[config.mk]
export PLATFORM = sky130hd
export DESIGN_NAME = pmu_top
export DESIGN_NICKNAME = d
export VERILOG_FILES = /design/src/rtl/pmu_pkg.sv /design/src/rtl/pmu_clk_switch.sv /design/src/rtl/pmu_top.sv /design/src/rtl/pmu_wake_latch.sv
export VERILOG_INCLUDE_DIRS = /design/src /design/src/rtl
export SDC_FILE = /design/constraint.sdc
export NUM_CORES = 1
export LEC_CHECK = 0
export ABC_AREA = 1
export BUFFER_PORTS_ARGS = -buffer_cell sky130_fd_sc_hd__buf_2
export CORE_MARGIN = 3
export CORE_UTILIZATION = 40
export CTS_BUF_LIST = sky130_fd_sc_hd__clkbuf_2
export CTS_CLUSTER_DIAMETER = 120
export DETAILED_ROUTE_END_ITERATION = 7
export PLACE_DENSITY = 0.65
export SLEW_MARGIN = 20
export SYNTH_ARGS = -nofsm -noshare
export SYNTH_HDL_FRONTEND = slang
export SYNTH_SLANG_ARGS = --single-unit
export TNS_END_PERCENT = 1
[constraint.sdc]
create_clock -name MCLK -period 1.59 [get_ports MCLK]
set_input_delay 0.0795 -clock MCLK [delete_from_list [all_inputs] [get_ports MCLK]]
set_output_delay 0.0795 -clock MCLK [all_outputs]
set_load 0.1 [all_outputs]
[src/rtl/pmu_defs.svh]
// Bit positions, reset values and timing constants of the power mode unit
`ifndef PMU_DEFS_SVH
`define PMU_DEFS_SVH
`define PMU_SAVE_REQ_BIT 0
`define PMU_OSC_DIS_BIT 1
`define PMU_IDLE_BIT 2
`define PMU_HALT_BIT 3
`define PMU_DEFER_BIT 5
`define PMU_FAST_OK_BIT 6
`define PMU_SLOW_OK_BIT 7
`define PMU_CTL_RESET 8'h00
`define PMU_CLK_PERIOD_NS 10
`define PMU_DEAD_NS 20
`define PMU_DEAD_CYC ((`PMU_DEAD_NS + `PMU_CLK_PERIOD_NS - 1) / `PMU_CLK_PERIOD_NS)
`endif

[src/rtl/pmu_pkg.sv]
// Types shared by the power mode unit modules
package pmu_pkg;
    typedef enum logic [5:0] {
        PMU_ST_ACTIVE = 6'h01,
        PMU_ST_ENTER_SAVE = 6'h02,
        PMU_ST_SAVE = 6'h04,
        PMU_ST_IDLE = 6'h08,
        PMU_ST_HALT = 6'h10,
        PMU_ST_LEAVE = 6'h20
    } pmu_state_t;
    typedef enum logic [1:0] {
        PMU_SEL_NONE = 2'h0,
        PMU_SEL_MAIN = 2'h1,
        PMU_SEL_SLOW = 2'h2
    } pmu_clk_sel_t;
endpackage

[src/rtl/pmu_clk_switch.sv]
// Break-before-make selector for the system clock enables
`timescale 1ns/1ps
`include "pmu_defs.svh"
module pmu_clk_switch (
    input wire logic clk,
    input wire logic rst,
    input pmu_pkg::pmu_clk_sel_t sel,
    input wire logic fast_ok,
    input wire logic slow_ok,
    output logic main_en,
    output logic slow_en,
    output logic done
);
    import pmu_pkg::*;
    pmu_clk_sel_t cur_reg;
    pmu_clk_sel_t cur_next;
    logic [3:0] dead_reg;
    logic [3:0] dead_next;
    wire target_ok = (sel == PMU_SEL_NONE) || (sel == PMU_SEL_MAIN && fast_ok) ||
        (sel == PMU_SEL_SLOW && slow_ok);
    wire moving = cur_reg != sel;
    // Old clock off first, dead time, then new clock only once stable
    assign cur_next = !moving ? cur_reg :
        (cur_reg != PMU_SEL_NONE) ? PMU_SEL_NONE :
        (dead_reg == 4'h0 && target_ok) ? sel : cur_reg;
    assign dead_next = (moving && cur_reg != PMU_SEL_NONE) ? 4'(`PMU_DEAD_CYC) :
        (dead_reg != 4'h0) ? dead_reg - 4'h1 : dead_reg;
    // During reset the reset clock passes straight through if stable
    // Gate drops the cycle the mode leaves a clock, before the selector moves
    assign main_en = rst ? (sel == PMU_SEL_MAIN && fast_ok) :
        (cur_reg == PMU_SEL_MAIN && sel == PMU_SEL_MAIN && fast_ok);
    assign slow_en = rst ? (sel == PMU_SEL_SLOW && slow_ok) :
        (cur_reg == PMU_SEL_SLOW && sel == PMU_SEL_SLOW && slow_ok);
    assign done = !moving;
    always_ff @(posedge clk)
    begin
        if (rst)
        begin
            cur_reg <= PMU_SEL_NONE;
            dead_reg <= 4'h0;
        end
        else
        begin
            cur_reg <= cur_next;
            dead_reg <= dead_next;
        end
    end
endmodule

[src/rtl/pmu_top.sv]
// Power mode unit: mode sequencing, oscillator and clock gating control
`timescale 1ns/1ps
`include "pmu_defs.svh"
module pmu_top (
    input wire logic MCLK,
    input wire logic SYS_RST,
    input wire logic FAST_CLOCK_STABLE,
    input wire logic SLOW_CLOCK_STABLE,
    input wire logic SLOW_SRC_LFO,
    input wire logic RESET_CLK_SLOW,
    input wire logic WAKE_IRQ,
    input wire logic NMI,
    input wire logic REG_WR,
    input wire logic [7:0] REG_WDATA,
    input wire logic WAIT_EXEC,
    input wire logic INT_REQ,
    input wire logic INT_ACK,
    output logic [7:0] REG_RDATA,
    output pmu_pkg::pmu_state_t MODE,
    output logic FAST_OSC_EN,
    output logic LOW_OSC_EN,
    output logic MAIN_CLK_EN,
    output logic SLOW_CLK_EN,
    output logic TIMER_CLK_EN,
    output logic PMU_CLK_EN,
    output logic CPU_STALL,
    output logic WAKE_PENDING
);
    import pmu_pkg::*;

    // ------------------------------------------------------------
    // Input synchronisers
    // ------------------------------------------------------------
    // Left unreset so the stable flags are seen while reset is held
    logic [5:0] sync1_reg;
    logic [5:0] sync2_reg;
    always_ff @(posedge MCLK)
    begin
        sync1_reg <= {RESET_CLK_SLOW, NMI, WAKE_IRQ, SLOW_SRC_LFO,
            SLOW_CLOCK_STABLE, FAST_CLOCK_STABLE};
        sync2_reg <= sync1_reg;
    end
    wire fast_ok = sync2_reg[0];
    wire slow_ok = sync2_reg[1];
    wire lfo_src = sync2_reg[2];
    wire wake_irq_s = sync2_reg[3];
    wire nmi_s = sync2_reg[4];
    wire rst_clk_slow = sync2_reg[5];

    // ------------------------------------------------------------
    // Wake-up latch
    // ------------------------------------------------------------
    logic wake_pend;
    logic wake_evt;
    // Runs on the always-on control clock, so Halt cannot blind it
    pmu_wake_latch u_wake (
        .clk(MCLK),
        .rst(SYS_RST),
        .wake_irq(wake_irq_s),
        .nmi(nmi_s),
        .int_ack(INT_ACK),
        .pending(wake_pend),
        .wake_event(wake_evt)
    );

    // ------------------------------------------------------------
    // State and control bits
    // ------------------------------------------------------------
    pmu_state_t state_reg;
    pmu_state_t state_next;
    logic power_save_request_reg;
    logic power_save_request_next;
    logic fast_osc_disable_reg;
    logic fast_osc_disable_next;
    logic idle_reg;
    logic idle_next;
    logic halt_reg;
    logic halt_next;
    logic defer_save_until_wait_reg;
    logic defer_save_until_wait_next;
    logic stall_reg;
    logic stall_next;
    logic [7:0] rdata_reg;
    logic [7:0] rdata_next;

    wire is_active = state_reg == PMU_ST_ACTIVE;
    wire is_enter = state_reg == PMU_ST_ENTER_SAVE;
    wire is_save = state_reg == PMU_ST_SAVE;
    wire is_idle = state_reg == PMU_ST_IDLE;
    wire is_halt = state_reg == PMU_ST_HALT;
    wire is_leave = state_reg == PMU_ST_LEAVE;
    wire asleep = is_enter || is_save || is_idle || is_halt;

    wire wr_save = REG_WDATA[`PMU_SAVE_REQ_BIT];
    wire wr_defer = REG_WDATA[`PMU_DEFER_BIT];
    logic sw_done;

    // ------------------------------------------------------------
    // Request decode
    // ------------------------------------------------------------
    // Immediate save: written with deferral clear, slow clock required
    wire save_now = REG_WR && is_active && wr_save && !wr_defer && slow_ok
        && !wake_evt;
    // Software exit from Power Save
    wire save_exit = REG_WR && is_save && !wr_save;
    // Deferred entries only through WAIT with the deferral bit set
    wire act_wait = WAIT_EXEC && is_active && defer_save_until_wait_reg && !wake_evt;
    wire act_halt = act_wait && halt_reg;
    wire act_idle = act_wait && !halt_reg && idle_reg && slow_ok;
    wire act_save = act_wait && !halt_reg && !idle_reg && power_save_request_reg
        && slow_ok;
    // Back to Active only while the main clock is really stable
    wire leave_done = is_leave && sw_done && fast_ok;
    wire go_halt = WAIT_EXEC && (is_save || is_idle) && halt_reg;
    wire go_idle = WAIT_EXEC && is_save && !halt_reg && idle_reg;

    // ------------------------------------------------------------
    // Mode sequencer
    // ------------------------------------------------------------
    always_comb
    begin
        state_next = state_reg;
        case (state_reg)
            PMU_ST_ACTIVE:
            begin
                if (act_halt)
                    state_next = PMU_ST_HALT;
                else if (act_idle)
                    state_next = PMU_ST_IDLE;
                else if (act_save || save_now)
                    state_next = PMU_ST_ENTER_SAVE;
            end
            PMU_ST_ENTER_SAVE:
            begin
                if (wake_evt)
                    state_next = PMU_ST_LEAVE;
                else if (sw_done)
                    state_next = PMU_ST_SAVE;
            end
            PMU_ST_SAVE:
            begin
                if (wake_evt || save_exit)
                    state_next = PMU_ST_LEAVE;
                else if (go_halt)
                    state_next = PMU_ST_HALT;
                else if (go_idle)
                    state_next = PMU_ST_IDLE;
            end
            PMU_ST_IDLE:
            begin
                if (wake_evt)
                    state_next = PMU_ST_LEAVE;
                else if (go_halt)
                    state_next = PMU_ST_HALT;
            end
            PMU_ST_HALT:
            begin
                if (wake_evt)
                    state_next = PMU_ST_LEAVE;
            end
            PMU_ST_LEAVE:
            begin
                // Switch module holds main off until fast clock is stable
                if (leave_done)
                    state_next = PMU_ST_ACTIVE;
            end
            default:
                state_next = PMU_ST_ACTIVE;
        endcase
    end

    // ------------------------------------------------------------
    // Control/status bit updates
    // ------------------------------------------------------------
    // Wake-up clears beat any same-cycle software write
    assign fast_osc_disable_next = wake_evt ? 1'b0 :
        REG_WR ? REG_WDATA[`PMU_OSC_DIS_BIT] : fast_osc_disable_reg;
    assign idle_next = wake_evt ? 1'b0 :
        REG_WR ? REG_WDATA[`PMU_IDLE_BIT] : idle_reg;
    assign halt_next = wake_evt ? 1'b0 :
        REG_WR ? REG_WDATA[`PMU_HALT_BIT] : halt_reg;
    assign defer_save_until_wait_next = REG_WR ? wr_defer : defer_save_until_wait_reg;
    // Save bit: set on completion when immediate, at once when deferred
    assign power_save_request_next = leave_done ? 1'b0 :
        (is_enter && sw_done && !wake_evt) ? 1'b1 :
        (is_active && wake_evt) ? 1'b0 :
        (REG_WR && is_active) ? (wr_save && wr_defer) : power_save_request_reg;
    // WAIT stalls the core; only an interrupt releases it
    assign stall_next = WAIT_EXEC ? 1'b1 :
        (INT_REQ || (wake_pend && is_active)) ? 1'b0 : stall_reg;
    assign rdata_next = {slow_ok, fast_ok, defer_save_until_wait_reg, 1'b0,
        halt_reg, idle_reg, fast_osc_disable_reg, power_save_request_reg};

    always_ff @(posedge MCLK)
    begin
        if (SYS_RST)
        begin
            state_reg <= PMU_ST_ACTIVE;
            {power_save_request_reg, fast_osc_disable_reg, idle_reg, halt_reg} <= 4'h0;
            defer_save_until_wait_reg <= 1'b0;
            stall_reg <= 1'b0;
            rdata_reg <= `PMU_CTL_RESET;
        end
        else
        begin
            state_reg <= state_next;
            power_save_request_reg <= power_save_request_next;
            fast_osc_disable_reg <= fast_osc_disable_next;
            idle_reg <= idle_next;
            halt_reg <= halt_next;
            defer_save_until_wait_reg <= defer_save_until_wait_next;
            stall_reg <= stall_next;
            rdata_reg <= rdata_next;
        end
    end

    // ------------------------------------------------------------
    // Clock selection and gating
    // ------------------------------------------------------------
    wire pmu_clk_sel_t mode_sel = (is_active || is_leave) ? PMU_SEL_MAIN :
        (is_enter || is_save) ? PMU_SEL_SLOW : PMU_SEL_NONE;
    wire pmu_clk_sel_t rst_sel = rst_clk_slow ? PMU_SEL_SLOW : PMU_SEL_MAIN;
    wire pmu_clk_sel_t clk_sel = SYS_RST ? rst_sel : mode_sel;
    pmu_clk_switch u_switch (
        .clk(MCLK),
        .rst(SYS_RST),
        .sel(clk_sel),
        .fast_ok(fast_ok),
        .slow_ok(slow_ok),
        .main_en(MAIN_CLK_EN),
        .slow_en(SLOW_CLK_EN),
        .done(sw_done)
    );

    // In Save and Idle the oscillator may only stop when the slow clock does not need it; Halt always stops it
    wire osc_off_ok = fast_osc_disable_reg && lfo_src;
    assign FAST_OSC_EN = is_halt ? 1'b0 :
        (is_save || is_idle) ? !osc_off_ok : 1'b1;
    assign LOW_OSC_EN = 1'b1;
    // Internal slow clock stops in Halt; timer and this unit freeze
    assign TIMER_CLK_EN = slow_ok && !is_halt;
    assign PMU_CLK_EN = slow_ok && !is_halt;
    assign CPU_STALL = stall_reg;
    assign WAKE_PENDING = wake_pend;
    assign REG_RDATA = rdata_reg;
    assign MODE = state_reg;
endmodule

[src/rtl/pmu_wake_latch.sv]
// Wake-up event latch, held until interrupt acknowledge
`timescale 1ns/1ps
module pmu_wake_latch (
    input wire logic clk,
    input wire logic rst,
    input wire logic wake_irq,
    input wire logic nmi,
    input wire logic int_ack,
    output logic pending,
    output logic wake_event
);
    logic pend_reg;
    logic pend_next;
    logic nmi_d_reg;
    assign wake_event = wake_irq || (nmi && !nmi_d_reg);
    // New event beats a same-cycle acknowledge
    assign pend_next = wake_event || (pend_reg && !int_ack);
    assign pending = pend_reg;
    always_ff @(posedge clk)
    begin
        if (rst)
        begin
            pend_reg <= 1'b0;
            nmi_d_reg <= 1'b0;
        end
        else
        begin
            pend_reg <= pend_next;
            nmi_d_reg <= nmi;
        end
    end
endmodule

=== Word-level counts from Yosys, hierarchy flattened ===
Index checks and enable logic that the tools add are counted.

* Register bits after elaboration: 40
* Bits in latches: 0
* RAM bits: 0
* Bits in read-only memories: 0
* Input port bits: 20
* Word-level logic and storage cells: 138
* Memories kept: 0

* Add/sub/neg operators: 1
* Multiply operators: 0
* Div/mod/pow operators: 0
* Magnitude comparators: 0
* Eq/ne operators: 17
* Shift operators: 0
* Muxes and demuxes: 30
* Bitwise logic cells: 0
* Reduce and logical (&&, ||, !) cells: 74

{| class="wikitable"
|+ Operators by type and width
! kind !! number
|-
| $mux 6 || 12
|-
| $logic_and 1x1->1 || 41
|-
| $pmux 6 s6 || 1
|-
| $mux 2 || 8
|-
| $logic_not 1->1 || 10
|-
| $logic_or 1x1->1 || 10
|-
| $mux 1 || 9
|-
| $ne 4x1->1 const B || 2
|-
| $reduce_bool 2->1 || 4
|-
| $eq 6x1->1 const B || 1
|-
| $eq 6x2->1 const B || 1
|-
| $eq 6x3->1 const B || 1
|-
| $eq 6x4->1 const B || 1
|-
| $eq 6x5->1 const B || 1
|-
| $eq 6x6->1 const B || 1
|-
| $reduce_and 6->1 || 1
|-
| $reduce_or 2->1 || 3
|-
| $eq 2x1->1 const B || 2
|-
| $eq 2x2->1 const B || 2
|-
| $logic_not 4->1 || 1
|-
| $ne 2x1->1 const B || 2
|-
| $reduce_bool 4->1 || 1
|-
| $sub 4x1->4 const B || 1
|-
| $ne 3x1->1 const B || 1
|-
| 5 further kinds || 5
|}

=== Logic depth before layout (Yosys ltp) ===
* Word-level depth: 14
* Gate-level depth with buffers: 14
* Mapped depth without buffers: 14

=== Modules after synthesis ===
A second synthesis with hierarchy kept.

* Cells, all modules: 240
* Area, all modules: 1,791.7 sq um

{| class="wikitable"
|+ Modules (own cells, without submodules)
! module !! times used !! cells each !! area an instance (sq um) !! sequential area each (sq um)
|-
| pmu_top || 1 || 170 || 1,327.5 || 620.6
|-
| pmu_clk_switch || 1 || 56 || 377.9 || 120.1
|-
| pmu_wake_latch || 1 || 14 || 86.3 || 40.0
|}

=== Worst setup path before layout ===
OpenSTA, ideal clock, no wires.

* Path type: register -> output
* Start: reg state_reg[0], in the netlist MODE[0]
* End: out TIMER_CLK_EN
* Data arrival time: 3,278 ps
* Required time: 1,510 ps
* Slack: -1,767 ps
* Stages on the path, launching flop included: 7
* Buffers on the path: 1
* Path through: dfxtp_1 -> nor2_2 -> and2_1 -> nand3_1 -> inv_1 -> nor2_1 -> buf_4

* Word-level cells in the longest chain between the ends: 3

{| class="wikitable"
|+ Ends and longest elaborated chain
! item !! line !! RTL
|-
| start: declaration || pmu_top.sv:69 || <nowiki>pmu_state_t state_reg;</nowiki>
|-
| start signal: assignment || pmu_top.sv:206 || <nowiki>state_reg <= state_next;</nowiki>
|-
| $eq 6x5->1 || pmu_top.sv:90 || <nowiki>wire is_halt = state_reg == PMU_ST_HALT;</nowiki>
|-
| $logic_not 1->1 || -- ||
|-
| $logic_and 1x1->1 || -- ||
|-
| end: declaration || pmu_top.sv:24 || <nowiki>output logic TIMER_CLK_EN,</nowiki>
|}

Every way passes these cells.

=== Worst setup path after layout ===
* Start: reg state_reg[5], in the netlist MODE[5]
* End: out FAST_OSC_EN

* Word-level cells in the longest chain between the ends: 4
* Elaborated cells on any way between the ends: 6

{| class="wikitable"
|+ Ends and longest elaborated chain
! item !! line !! RTL
|-
| $eq 6x3->1 / $eq 6x4->1 (equally long branches) || pmu_top.sv:88, pmu_top.sv:89 ||
|-
| $logic_or 1x1->1 || pmu_top.sv:238 || <nowiki>(is_save || is_idle) ? !osc_off_ok : 1'b1;</nowiki>
|-
| $mux 1 || pmu_top.sv:238 ||
|-
| $mux 1 (*) || pmu_top.sv:237 || <nowiki>assign FAST_OSC_EN = is_halt ? 1'b0 :</nowiki>
|-
| end: declaration || pmu_top.sv:20 || <nowiki>output logic FAST_OSC_EN,</nowiki>
|}

Every way passes the cells marked *; elsewhere a longest branch is shown, timed or not.

==> results by group <==
Clock network
  – TritonCTS buffer count: 5
  – Clock Path Buffers: 2
  – CTS clk-pin slew, worst paths: 230 ps
  – Root buffer cell: clkbuf_2
  – Clock tree from TritonCTS: yes
  – Worst-Skew Late Latency: 410 ps
  – Clk sinks: 39
  – H-tree depth: 2

Die
  – Die Footprint: 5137 µm²
  – Core Area: 4086 µm²
  – Placement Rows: 23
  – Initial core utilization: 0.4222
  – Die Width: 71.68 µm
  – Die span in y: 71.68 µm
  – Ports: 42

Global route
  – Largest net degree at the start of global routing: 15
  – Gr usage total: 0.1862
  – GRT overflow: 0
  – Initial antenna violation count: 0
  – First-pass GRT wire length: 7.596 mm
  – Number of global-route vias before repair: 1776

Setup path
  – Largest delay contributor family on the critical path: buffers and inverters
  – R2r worst-path depth: 12
  – Worst Setup End Kind: primary output
  – Crit path depth: 8
  – Worst-path fanout max: 4
  – Slowest Stage Delay on Critical Path: 410 ps
  – Crit path arrival time: 1810 ps
  – Critical Path RT: 1510 ps
  – Crit path cell chain: nor2_4, buf_6, buf_4, nand4_1, buf_4, nand2_4, a31oi_4, buf_12
  – Critical-path top delay cell: dfxtp_4
  – Buf+Inv Stages, Crit Path: 4
  – Critical path type: reg2out
  – Worst setup SP type: flip-flop
  – CP most frequent cell: buf_4

Hold path
  – HP Class: in2reg
  – WHS Path Cells: 4

Logic synthesis
  – Post-synthesis cell area: 1725 µm²
  – Async set-or-reset flop fraction in the synthesized netlist: 0
  – Primary FF master, synth: dfxtp_1
  – Ys Warns: 0
  – Syn_nets: 260
  – Seq cells post-synth: 39
  – Post-synth EDFFs: 0
  – Synthesized area per cell: 7.189 µm²
  – Sequential area share after synthesis: 0.4525
  – Synth unique cells: 29
  – Cells after Synth: 240

Placement
  – Post-DP Area: 2288 µm²
  – Routability cong.: 0.9022
  – Port-buffer cells: 36
  – Detail Placement HPWL: 3.209 mm

STA
  – Final hold violations: 0
  – RSZ-0062 raised after global routing: true
  – Max-slew violations: 0
  – Setup TNS: -2374 ps
  – Period minus WS final: 1891 ps
  – Fmax: 0.5287 GHz
  – Clock Skew: 25.47 ps
  – Tcrit/Tclk final: 1.190
  – Setup ws final: -301.3 ps
  – # setup viols final: 12

Final layout
  – Nets: 348
  – Layout cell share with drive strength beyond 1: 0.3860
  – Final Instance Area: 2661 µm²
  – Ant diodes: 0
  – Max reg flops: 7
  – P&R area growth vs syn: 54.24%
  – FILL cells: 345

Pwr
  – Total Power: 0.003784 W
  – Worst ir drop on vdd: 0.7435 mV
  – Total leakage power: 1.290 nW
  – P per Cell Area: 1422 nW/µm²

Run status
  – Status: complete, but fails checks
  – Failing checks: negative setup slack

Job
  – Max-Cap Viols: 0

Routing
  – Vias: 1802
  – DR DRC count: 0
  – Drt wl/cell: 11.70 µm
  – Routed WL: 4.436 mm
  – ANT nets after route: 0
  – Vias/cell: 4.755
  – First DRT Iteration DRCs: 68
  – Drt pass-1 iters: 4
==> stage by stage <==
| stage | worst slack [ps] | hold WS [ps] | instances | util |
|---|---|---|---|---|
| global route | -398.4 | 42.40 | 379 | 0.6513 |
| global placement | -99.10 | 182.7 | 347 | 0.5600 |
| detailed placement | -152.2 | 183.1 | 347 | 0.5600 |
| floorplan | -202.7 | 107.2 | 240 | - |
| finish | -301.3 | 32.43 | 379 | 0.6513 |
| CTS | -285.5 | 5.546 | 377 | 0.6433 |
==> worst register-to-register path, delay by kind of cell (launching register included) <==
| family | cells | cell delay (ps) |
|---|---|---|
| and+or+nand+nor | 10 | 1090 |
| AOI/OAI and AO/OA | 1 | 130 |
| buffers and inverters | 1 | 140 |
| DFF | 1 | 410 |
==> cells in the final DEF, fill, tap and decap left out, types with 2 or more instances in the layout <==
master,Yosys,layout
buf_6,0,3
inv_2,4,5
nand3_1,16,14
buf_4,3,32
nand3_4,0,2
nor2_1,45,40
nand4_1,4,4
nand3_2,5,5
nor2_2,6,5
a21oi_1,17,17
nand2_1,34,26
dfxtp_4,0,6
o21ai_1,3,4
nand2_4,0,2
nor3_1,7,7
buf_2,1,31
dlygate4sd3_1,0,16
clkbuf_2,0,5
nor2_4,2,8
inv_1,30,28
o21ai_0,5,4
nand2_2,4,10
dfxtp_1,39,33
or2_1,2,2
buf_12,0,5
conb_1,2,2
==> cell families (layout without fill, tap and decap cells) <==
kind of cell / after synthesis / in the layout / share of synthesized area
flip-flops: 39 / 39 / 0.4525
AND/OR/NAND/NOR: 126 / 126 / 0.3423
other: 2 / 2 / 0.004353
buffers and inverters: 41 / 130 / 0.09644
AO/OA/AOI/OAI: 32 / 32 / 0.1044
==> cell type report <==
class,count,area (µm²),area share
repair buffers,87,689.4,0.2591
clock buffers,5,25.02,0.009403
well taps,50,62.56,0.02351
inverters,35,133.9,0.05031
clock inverters,3,47.55,0.01787
multi-input cells,160,899.6,0.3380
flip-flops and latches,39,803.3,0.3018
==> cell usage after synthesis, drive strengths merged, types with 2 or more instances <==
cell type  count  area share
clkbuf         2      0.0044
nand2         38       0.088
nand4          4       0.015
dfxtp         39        0.45
nor3           7       0.020
or2            2      0.0073
inv           34       0.074
a21oi         18       0.054
nand3         21       0.075
nor2          53        0.13
buf            4       0.016
conb           2      0.0044
o21ai          8       0.023
==> layer usage <==
| layer | GRT usage | vias up | part of all wire | wire length (µm) |
|---|---|---|---|---|
| met5 | 0 | - | 0 | 0 |
| met4 | 0.05846 | 0 | 0.011 | 51 |
| met3 | 0.05189 | 5 | 0.059 | 263 |
| met2 | 0.3194 | 51 | 0.49 | 2159 |
| met1 | 0.2252 | 811 | 0.44 | 1963 |
| li1 | - | 935 | - | - |
==> worst paths after layout <==
kind / startpoint / end / slack, ps
max: MODE[5] / FAST_OSC_EN / -300
min: SYS_RST / idle_reg / 30
max reg2reg: MODE[5] / MODE[2] / -220
min reg2reg: sync1_reg[5] / sync2_reg[5] / 350
==> where the power goes <==
part	leakage, nW	total, W	internal [W]	switching, W
Combinational	0.920	0.00194	0.000710	0.00123
Clock	0.0436	0.000632	0.000275	0.000357
Sequential	0.326	0.00121	0.00111	0.000107
==> timing repair <==
| action | CTS | global route |
|---|---|---|
| endpoints found under the hold margin | 13 | 0 |
| pin swaps | 9 | 7 |
| endpoints found under the setup margin | 14 | 17 |
| hold buffers | 16 | 0 |
| buffers inserted | 6 | 2 |
| gates resized for setup | 17 | 6 |
(Power assumes the default switching activity.)
